File: src/common/pscl_consts.vh
/*
 strap latch constants: config port bases, serial slave addresses,
 extension bus field positions, clock timing.
 assumes: included by bare name from design files.
*/
`ifndef PSCL_CONSTS_VH
`define PSCL_CONSTS_VH

// ------------------------------------------------------------
// config port index/data bases
// ------------------------------------------------------------
`define PSCL_CFG_BASE_LOW   8'h2E
`define PSCL_CFG_BASE_HIGH  8'h4E

// ------------------------------------------------------------
// serial management slave addresses (write form)
// ------------------------------------------------------------
`define PSCL_SLAVE_ADDR_LOW   8'hD8
`define PSCL_SLAVE_ADDR_HIGH  8'h60

// ------------------------------------------------------------
// extension bus strap field positions and reset value
// ------------------------------------------------------------
`define PSCL_XB_BOOT_BIT    2
`define PSCL_XB_DIRECT_BIT  1
`define PSCL_XB_WAIT_BIT    0
`define PSCL_XB_RESET       3'h0

// ------------------------------------------------------------
// slow clock timing
// ------------------------------------------------------------
`define PSCL_RTC_HZ         32768
`define PSCL_SLOW_HZ        1
// half period of the 1 Hz clock in rtc ticks
`define PSCL_SLOW_HALF_TICKS (`PSCL_RTC_HZ / (2 * `PSCL_SLOW_HZ))

`endif

File: src/design/pscl_strap_latch.v
/*
 power-up strap latch and clock pins.
 holds the straps caught at main and standby power-up resets and
 builds the slow clock output from the rtc crystal clock.
 assumes: CLK at 125 MHz; MAIN_POR_N and SB_POR_N are low-active
 power-up resets of the two supplies, synchronous to CLK; the rtc
 clock level arrives on CRYSTAL_INPUT and is synchronised here.
*/
`timescale 1ns/1ps
`include "pscl_consts.vh"


module pscl_strap_latch
#(
	// 1 Hz divider: rtc rises per half period, counter width
	parameter HALF_TICKS = `PSCL_SLOW_HALF_TICKS,
	parameter HALF_W     = 15
)
(
	// clock and reset
	input  wire       CLK,
	input  wire       RST_N,
	// power-up resets, active low
	input  wire       MAIN_POR_N,
	input  wire       SB_POR_N,
	// strap pins
	input  wire       CONFIG_PORT_SELECT_STRAP,
	input  wire       FLOAT_ALL_STRAP,
	input  wire       FAST_CLOCK_PRESENT_STRAP,
	input  wire [2:0] EXT_BUS_CONFIG_STRAP,
	input  wire       SERIAL_SLAVE_ADDR_STRAP,
	// clocks
	input  wire       CRYSTAL_INPUT,
	input  wire       FAST_CLOCK_INPUT,
	input  wire       SLOW_CLOCK_SELECT_1HZ,
	// latched configuration
	output reg  [7:0] CFG_INDEX_ADDR,
	output reg  [7:0] CFG_DATA_ADDR,
	output reg        FLOAT_ALL,
	output reg        FAST_CLOCK_PRESENT,
	output reg        EXT_BUS_BOOT_EN,
	output reg        EXT_BUS_MID_ADDRESS_LINES_DIRECT,
	output reg        EXT_BUS_WAIT_READY_EN,
	output reg  [7:0] SLAVE_WRITE_ADDR,
	output reg  [7:0] SLAVE_READ_ADDR,
	// clock outputs
	output reg        SLOW_CLOCK_OUT,
	output reg        SLOW_CLOCK_OUT_OE,
	output reg        FAST_CLOCK_OUT,
	output reg        FAST_CLOCK_OUT_OE
);

	localparam integer      HALF_LAST_I = HALF_TICKS - 1;
	localparam [HALF_W-1:0] HALF_LAST   = HALF_LAST_I[HALF_W-1:0];

	// ------------------------------------------------------------
	// power-up reset release detection
	// ------------------------------------------------------------
	reg main_por_q;
	reg sb_por_q;
	wire main_sample;
	wire sb_sample;

	// sample while the reset is held and on its release edge, so the
	// captured value is the one present when the supply came up
	assign main_sample = ~MAIN_POR_N | ~main_por_q;
	assign sb_sample   = ~SB_POR_N | ~sb_por_q;

	always @(posedge CLK or negedge RST_N)
	begin
		if (!RST_N)
		begin
			// idle level of the power-up resets; a low value here would
			// fake a release edge and resample the straps after RST_N
			main_por_q <= 1'b1;
			sb_por_q   <= 1'b1;
		end
		else
		begin
			main_por_q <= MAIN_POR_N;
			sb_por_q   <= SB_POR_N;
		end
	end

	// ------------------------------------------------------------
	// main supply straps
	// ------------------------------------------------------------
	reg base_high;

	always @(posedge CLK or negedge RST_N)
	begin
		if (!RST_N)
		begin
			base_high <= 1'b0;
			FLOAT_ALL <= 1'b0;
			CFG_INDEX_ADDR <= `PSCL_CFG_BASE_LOW;
			CFG_DATA_ADDR  <= `PSCL_CFG_BASE_LOW + 8'h01;
		end
		else
		begin
			if (main_sample)
			begin
				base_high <= CONFIG_PORT_SELECT_STRAP;
				FLOAT_ALL <= FLOAT_ALL_STRAP;
			end
			CFG_INDEX_ADDR <= base_high ? `PSCL_CFG_BASE_HIGH : `PSCL_CFG_BASE_LOW;
			CFG_DATA_ADDR  <= base_high ? (`PSCL_CFG_BASE_HIGH + 8'h01)
				: (`PSCL_CFG_BASE_LOW + 8'h01);
		end
	end

	// ------------------------------------------------------------
	// standby supply straps
	// ------------------------------------------------------------
	reg       slave_high;
	reg [2:0] xb_cfg;

	always @(posedge CLK or negedge RST_N)
	begin
		if (!RST_N)
		begin
			slave_high <= 1'b0;
			xb_cfg <= `PSCL_XB_RESET;
			FAST_CLOCK_PRESENT <= 1'b0;
		end
		else if (sb_sample)
		begin
			slave_high <= SERIAL_SLAVE_ADDR_STRAP;
			// an open strap reads 0 through the pad pull-down
			xb_cfg <= EXT_BUS_CONFIG_STRAP;
			// the board must fit this strap to match its clock choice
			FAST_CLOCK_PRESENT <= FAST_CLOCK_PRESENT_STRAP;
		end
	end

	always @(posedge CLK or negedge RST_N)
	begin
		if (!RST_N)
		begin
			EXT_BUS_BOOT_EN <= 1'b0;
			EXT_BUS_MID_ADDRESS_LINES_DIRECT <= 1'b0;
			EXT_BUS_WAIT_READY_EN <= 1'b0;
			SLAVE_WRITE_ADDR <= `PSCL_SLAVE_ADDR_LOW;
			SLAVE_READ_ADDR  <= `PSCL_SLAVE_ADDR_LOW + 8'h01;
		end
		else
		begin
			EXT_BUS_BOOT_EN <= xb_cfg[`PSCL_XB_BOOT_BIT];
			// low bits mean nothing without boot memory
			EXT_BUS_MID_ADDRESS_LINES_DIRECT <= xb_cfg[`PSCL_XB_BOOT_BIT]
				& xb_cfg[`PSCL_XB_DIRECT_BIT];
			EXT_BUS_WAIT_READY_EN <= xb_cfg[`PSCL_XB_BOOT_BIT]
				& xb_cfg[`PSCL_XB_WAIT_BIT];
			SLAVE_WRITE_ADDR <= slave_high ? `PSCL_SLAVE_ADDR_HIGH : `PSCL_SLAVE_ADDR_LOW;
			SLAVE_READ_ADDR  <= slave_high ? (`PSCL_SLAVE_ADDR_HIGH + 8'h01)
				: (`PSCL_SLAVE_ADDR_LOW + 8'h01);
		end
	end

	// ------------------------------------------------------------
	// slow clock: rtc divide to 1 Hz
	// ------------------------------------------------------------
	wire          rtc_rise;
	reg           rtc_level_m;
	reg           rtc_level;
	reg [HALF_W-1:0] half_cnt;
	reg           one_hz;

	pscl_sync_edge u_rtc_sync
	(
		.clk   (CLK),
		.rst_n (RST_N),
		.din   (CRYSTAL_INPUT),
		.rise  (rtc_rise)
	);

	// separate level sync for passing the rtc clock straight through
	always @(posedge CLK or negedge RST_N)
	begin
		if (!RST_N)
		begin
			rtc_level_m <= 1'b0;
			rtc_level   <= 1'b0;
			half_cnt    <= {HALF_W{1'b0}};
			one_hz      <= 1'b0;
		end
		else
		begin
			rtc_level_m <= CRYSTAL_INPUT;
			rtc_level   <= rtc_level_m;
			if (rtc_rise)
			begin
				if (half_cnt == HALF_LAST)
				begin
					half_cnt <= {HALF_W{1'b0}};
					one_hz   <= ~one_hz;
				end
				else
					half_cnt <= half_cnt + 1'b1;
			end
		end
	end

	// ------------------------------------------------------------
	// clock outputs; float strap removes every drive
	// ------------------------------------------------------------
	always @(posedge CLK or negedge RST_N)
	begin
		if (!RST_N)
		begin
			SLOW_CLOCK_OUT    <= 1'b0;
			SLOW_CLOCK_OUT_OE <= 1'b0;
			FAST_CLOCK_OUT    <= 1'b0;
			FAST_CLOCK_OUT_OE <= 1'b0;
		end
		else
		begin
			SLOW_CLOCK_OUT    <= SLOW_CLOCK_SELECT_1HZ ? one_hz : rtc_level;
			SLOW_CLOCK_OUT_OE <= ~FLOAT_ALL;
			// fast input is a sampled level; it only toggles if present
			FAST_CLOCK_OUT    <= FAST_CLOCK_PRESENT & FAST_CLOCK_INPUT;
			FAST_CLOCK_OUT_OE <= ~FLOAT_ALL;
		end
	end

endmodule

File: src/design/pscl_sync_edge.v
/*
 two-stage synchroniser with rising edge pulse.
 assumes: one clock domain, async active-low reset.
*/
`timescale 1ns/1ps

module pscl_sync_edge
(
	// clock and reset
	input  wire clk,
	input  wire rst_n,
	// asynchronous level
	input  wire din,
	// rising edge pulse, one cycle
	output reg  rise
);

	reg meta;
	reg sync;
	reg sync_q;

	// only sync reads meta; the edge is taken between sync and its copy,
	// so a metastable first stage never reaches the pulse
	always @(posedge clk or negedge rst_n)
	begin
		if (!rst_n)
		begin
			meta   <= 1'b0;
			sync   <= 1'b0;
			sync_q <= 1'b0;
			rise   <= 1'b0;
		end
		else
		begin
			meta   <= din;
			sync   <= meta;
			sync_q <= sync;
			rise   <= sync & ~sync_q;
		end
	end

endmodule

File: config.mk
export PLATFORM = sky130hd
export DESIGN_NAME = pscl_strap_latch
export DESIGN_NICKNAME = d
export VERILOG_FILES = /design/src/design/pscl_strap_latch.v /design/src/design/pscl_sync_edge.v
export VERILOG_INCLUDE_DIRS = /design/src /design/src/common
export SDC_FILE = /design/constraint.sdc
export NUM_CORES = 1
export LEC_CHECK = 0
export ABC_AREA = 1
export ABC_CLOCK_PERIOD_IN_PS = 2800
export BUFFER_PORTS_ARGS = -buffer_cell sky130_fd_sc_hd__buf_4
export CORE_UTILIZATION = 55
export CTS_CLUSTER_SIZE = 28
export DETAILED_ROUTE_END_ITERATION = 8
export GPL_TIMING_DRIVEN = 0
export PLACE_DENSITY = 0.84
export SYNTH_ARGS = -nofsm -noshare
export SYNTH_HDL_FRONTEND = slang
export SYNTH_SLANG_ARGS = --single-unit
File: constraint.sdc
create_clock -name CLK -period 2.8 [get_ports CLK]
set_input_delay 0 -clock CLK [delete_from_list [all_inputs] [get_ports CLK]]
set_output_delay 0 -clock CLK [all_outputs]
set_load 0.02 [all_outputs]
==> impl_metrics.ini, run 1 <==
[cts]
cts.htree.levels = 2
tritoncts = yes
cts_buffers = 5
insertion_delay_ns = 0.34
cts_resized = 0
cts.sinks = 39
clk_path_buf_depth = 2
clk_pin_slew_ns = 0.12
cts_root_buf = clkbuf_4

[critical_path]
r2r-start = half_cnt[1]
reg2reg_to = half_cnt[9]
cp_slowest_cell = dfrtp_1
crit_fanout = 5
worstPathCellList = ha_1, nand2_2, nor2_2, nand3_4, nor3_2, nor2_1
arrival_ns = 1.71
start_kind = flip-flop
worstPathRequired_ns = 3.04
r2r_slack_ns = 1.33
critical_path_class = reg -> reg
reg2regPathDepth = 6
endpoint_kind = flip-flop
cp-startpoint = half_cnt[1]
max_stage_delay_ns = 0.43
crit_end = half_cnt[9]

[synth]
yosysSeqAreaShare = 0.512
synthXorXnorAreaFrac = 0.0228
synthMuxAreaShare = 0.0235
ys_warn_count = 0
synth_top_family_by_area = simple AND/OR/NAND/NOR gates
avgSynthCellArea_um2 = 9.22
ys_async_sr_fraction = 1.00
synthCells = 208
yosys.area_share.simple = 0.236
synth_flop_cell = dfrtp_1
synthAdderAreaFrac = 0.00653
synth_edf_count = 0
synth_seq_cells = 39
syn_area_um2 = 1920
synth_cell_types = 24
synth_compound_area_frac = 0.0294

[cells_and_area]
final_cell_area_um2 = 2530
num_antenna_cells = 0
final_nets = 295
syn_to_final_growth_pct = 31.9
drive_gt1_frac = 0.349
fin_util = 0.758

[global_route]
grt.total_usage = 0.236
grt_first_pass_wirelength_um = 6310
overflow = 0
antenna_found_initial = 0
grt_max_degree = 40
grt_pass1_vias = 1484

[place]
place_area_um2 = 2300
gp_congestion = 0.876
dp.final_hpwl_um = 2480
port-buffer-count = 34

[power_and_ir_drop]
power_density_nw_per_um2 = 565
p_leak_nw = 1.33
vdd_drop_max_mv = 0.444
finalPower_mw = 1.43

[floorplanning]
die-area_um2 = 3730
core_um2 = 3340
rows = 21
fp.dieW_um = 61.0
io_pins = 55
start_util = 0.574
die_y_um = 61.0

[route]
vias_per_cell = 4.60
wl_um = 3840
drc = 0
wl_per_cell_um = 11.7
wl_met3_um = 169
ant_nets = 0
top_layer_used = met4
drt_pre_antenna_iters = 4
first_iter_violations = 40
routed-wl-met2_um = 2070
met1_length_um = 1570
vias = 1504

[min_path]
hp-class = in -> async

[sta]
fin_crit_sh = 0.524
grt_setup_unrepaired = false
fin_worst_skew_ns = 0.0102
fmaxAchievable_mhz = 681
finalSetupViolations = 0
hold_violations = 0
finalSetupTns_ns = 0
finalMaxSlewViolations = 0
finalCriticalPeriod_ns = 1.47

[outcome]
status = finished clean

[run]
maxCapViolCount = 0
Yosys cell counts, types with 4 or more instances:
master / number / area [µm²]
nand2_2: 4 / 25.0
inv_1: 23 / 86.3
xor2_1: 4 / 35.0
o21ai_0: 4 / 20.0
nor2_1: 17 / 63.8
nand2_1: 41 / 154
dfrtp_1: 35 / 876
nand3_1: 14 / 70.1
mux2_2: 4 / 45.0
nand4_1: 5 / 31.3
buf_4: 30 / 225
dfstp_2: 4 / 105
nor2_2: 6 / 37.5
per-layer routing:
metal | GRT usage | vias to the layer above
met4 | 0.0714 | 0
met1 | 0.277 | 712
met2 | 0.435 | 48
li1 | - | 739
met3 | 0.0483 | 5
met5 | 0 | -
sequential cells by signal, summed over array words and instances (netlist names), 2 cells and up:
signal	flops
CFG_DATA_ADDR	2
half_cnt	15
xb_cfg	3
SLAVE_WRITE_ADDR	2
cells in the final DEF, fill, tap and decap left out, drive strengths merged, types with 5 or more instances in the layout:
cell type and count:
dlygate4sd3 13, nor2 25, nand3 16, nand4 5
clkbuf 6, dfrtp 35, inv 25, buf 64
conb 20, nand2 45, o21ai 6
logic make-up after synthesis:
| family | after synthesis |
|---|---|
| AOI/OAI and AO/OA | 9 |
| xor gates and xnor gates | 5 |
| adders and majority gates | 1 |
| buffers and inverters | 55 |
| DFF | 39 |
| muxes | 4 |
| other | 2 |
| and+or+nand+nor | 93 |
critical path, delay by kind of cell (launching register included):
kind	cells	cell delay, ns
adders and majority gates	1	0.28
DFF	1	0.43
and+or+nand+nor	5	0.65
final cells by class:
cell class	count	area, µm²
flip-flops and latches	39	981
well taps	46	57.6
inverters	25	93.8
plain buffers	30	225
multi-input cells	132	684
clock buffers	6	41.3
repair buffers	47	385
clock inverters	2	60.1
fillers	235	808
timing repair:
item,in CTS,in global routing
setup buffers,0,0
hold buffers,13,0
endpoints found under the hold margin,51,0
how the worst min path moves through the flow:
stage,startpoint,to,slack (ns),depth (start not counted)
finish,RST_N,half_cnt[7],0.14,2
detailed placement,RST_N,one_hz,-0.01,1
CTS,RST_N,half_cnt[7],0.16,2
global placement,RST_N,half_cnt[1],-0.01,1
floorplan,RST_N,CFG_DATA_ADDR[6],-0.30,0
global route,RST_N,u_rtc_sync.meta,0.20,2
metrics by stage:
| stage | instances | worst slack [ns] | hold WS, ns |
|---|---|---|---|
| floorplan | 226 | 1.56 | -0.296 |
| global placement | 306 | 1.40 | -0.0104 |
| CTS | 327 | 1.33 | 0.160 |
| global route | 327 | 1.25 | 0.203 |
| detailed placement | 306 | 1.33 | -0.0112 |
| finish | 327 | 1.33 | 0.143 |
power by group:
part           internal, mW  switching [mW]
sequential            0.617          0.0653
combinational         0.127           0.156
clock                 0.279           0.185
total                  1.02           0.406
(Power assumes the default switching activity.)
==> inputs of run 2 (changes only) <==
--- a/config.mk
+++ b/config.mk
@@ -7,13 +7,13 @@
 export NUM_CORES = 1
 export LEC_CHECK = 0
 export ABC_AREA = 1
-export ABC_CLOCK_PERIOD_IN_PS = 2800
+export ABC_CLOCK_PERIOD_IN_PS = 1200
 export BUFFER_PORTS_ARGS = -buffer_cell sky130_fd_sc_hd__buf_4
-export CORE_UTILIZATION = 55
+export CORE_UTILIZATION = 46
 export CTS_CLUSTER_SIZE = 28
 export DETAILED_ROUTE_END_ITERATION = 8
 export GPL_TIMING_DRIVEN = 0
-export PLACE_DENSITY = 0.84
+export PLACE_DENSITY = 0.75
 export SYNTH_ARGS = -nofsm -noshare
 export SYNTH_HDL_FRONTEND = slang
 export SYNTH_SLANG_ARGS = --single-unit
==> constraint.sdc (replaced) <==
create_clock -name CLK -period 1.2 [get_ports CLK]
set_input_delay 0 -clock CLK [delete_from_list [all_inputs] [get_ports CLK]]
set_output_delay 0 -clock CLK [all_outputs]
set_load 0.02 [all_outputs]
==> run 2 against run 1 <==
The flow now finishes with violations (setup timing). Maximum frequency is 12% higher. Via count is 0.66% higher. First-iteration DRC count is 130% higher. Critical path type unchanged. Largest cell class unchanged.
==> impl_metrics.ini, run 2 (synthesized netlist as in run 1, its figures left out) <==
[power_and_ir_drop]
vdd_drop_max_mv = 1.01
power_density_nw_per_um2 = 1340
p_leak_nw = 1.41

[floorplanning]
die-area_um2 = 4430
start_util = 0.479
fp.dieW_um = 66.6
core_um2 = 4000
die_y_um = 66.6
io_pins = 55
rows = 23

[cells_and_area]
final_cell_area_um2 = 2750
final_nets = 305
drive_gt1_frac = 0.447
final_common_cell = buf_4
fin_util = 0.688
num_antenna_cells = 0
largest-register = half_cnt
top_regs = half_cnt x15, xb_cfg x3
largest_reg_flops = 15
syn_to_final_growth_pct = 43.5
final_cell_mix = buf_4 (73), nand2_1 (40), dfrtp_1 (28)

[global_route]
grt_max_degree = 40
grt_first_pass_wirelength_um = 5990
grt.total_usage = 0.184
overflow = 0
grt_pass1_vias = 1369
antenna_found_initial = 0

[cts]
cts_root_buf = clkbuf_8
cts.sinks = 39
clk_path_buf_depth = 2
cts_buffers = 5
tritoncts = yes
insertion_delay_ns = 0.29
cts.htree.levels = 2
clk_pin_slew_ns = 0.08

[min_path]
hp-class = in -> async

[critical_path]
start_kind = flip-flop
worstPathCellList = ha_4, buf_4, nand3_4, nor2_4, nand2_4, o21ai_2, nand2_1
cp_slowest_cell = dfrtp_1
max_stage_delay_ns = 0.41
crit_fanout = 4
r2r_slack_ns = -0.10
arrival_ns = 1.49
r2r-start = half_cnt[0]
worstPathRequired_ns = 1.39
reg2reg_to = one_hz
cp-startpoint = half_cnt[0]
reg2regPathDepth = 7
endpoint_kind = flip-flop
critical_path_class = reg -> reg

[run]
maxCapViolCount = 0

[route]
vias = 1514
first_iter_violations = 92
vias_per_cell = 4.44
wl_um = 3780
drc = 0
ant_nets = 0
drt_pre_antenna_iters = 4
wl_per_cell_um = 11.1

[sta]
finalSetupViolations = 13
whs_ns = 0.208
fmaxAchievable_mhz = 766
fin_worst_skew_ns = 0.00710
hold_violations = 0
finalMaxSlewViolations = 0
setup_ws_ns = -0.105
finalCriticalPeriod_ns = 1.30
grt_setup_unrepaired = true
fin_crit_sh = 1.09

[place]
dp.final_hpwl_um = 2420
port-buffer-count = 34
gp_congestion = 0.835
place_area_um2 = 2310

[outcome]
violations = setup timing
status = finished, violations left
[run 2: cell types whose count changed in the layout (fill, tap and decap cells not counted), moves of 3 or more]
cell      delta
nand3_2      +3
dfrtp_1      -7
nor2_4       +5
nor2_1       -5
dfrtp_2      +7
buf_4        +9
nand3_1      -4
clkbuf_4     -5
clkbuf_8     +6
[run 2: stage by stage]
stage / setup slack [ns] / total power [mW] / TNS [ns] / std cells
after detailed placement: -0.200 / 2.26 / -1.39 / 310
final: -0.105 / 3.67 / -0.772 / 341
after CTS: -0.105 / 3.51 / -0.457 / 335
after global placement: -0.192 / 2.23 / -1.20 / 310
after global routing: -0.194 / 3.83 / -1.88 / 341
after floorplan: 0.0169 / 2.03 / 0 / 226
[run 2: timing repair]
| item | 4_1_cts | 5_1_grt |
|---|---|---|
| pin swaps | 3 | 9 |
| setup endpoints to repair | 14 | 14 |
| setup buffers | 4 | 6 |
| hold buffers | 13 | 0 |
| gates resized for setup | 6 | 23 |
| hold endpoints to repair | 47 | 0 |
| gates cloned | 0 | 0 |
[run 2: area by class of cell]
type	count	area [µm²]
Timing Repair Buffer	57	473
Fill cell	313	1250
Buffer	30	225
Clock inverter	2	38.8
Multi-Input combinational cell	132	785
Tap cell	50	62.6
Inverter	25	93.8
Sequential cell	39	990
Clock buffer	6	82.6
[run 2: worst max path at each step]
stage / end / slack [ns] / cells after the start
after floorplan: half_cnt[3] / 0.02 / 6
after global placement: half_cnt[9] / -0.19 / 6
after detailed placement: half_cnt[9] / -0.20 / 6
after CTS: half_cnt[9] / -0.11 / 6
after global routing: half_cnt[4] / -0.19 / 6
final: one_hz / -0.10 / 7
[run 2: power by group]
part,leakage (nW),switching (mW),internal [mW]
sequential,0.476,0.149,1.45
clock,0.0618,0.470,0.684
combinational,0.870,0.466,0.451
total,1.41,1.09,2.59
[run 2: per-layer routing]
metal / wire, µm / global-route usage / vias up
met2: 2120 / 0.332 / 36
li1: - / - / 760
met4: 61 / 0.0878 / 0
met5: 0 / 0 / -
met1: 1480 / 0.203 / 712
met3: 126 / 0.0377 / 6
[run 2: worst max-delay path: cells and delay by family (launching register included)]
kind                       cells  cell delay (ns)
DFF                            1             0.41
and+or+nand+nor                4             0.32
adders and majority gates      1             0.20
buffers and inverters          1             0.13
AOI/OAI and AO/OA              1             0.13
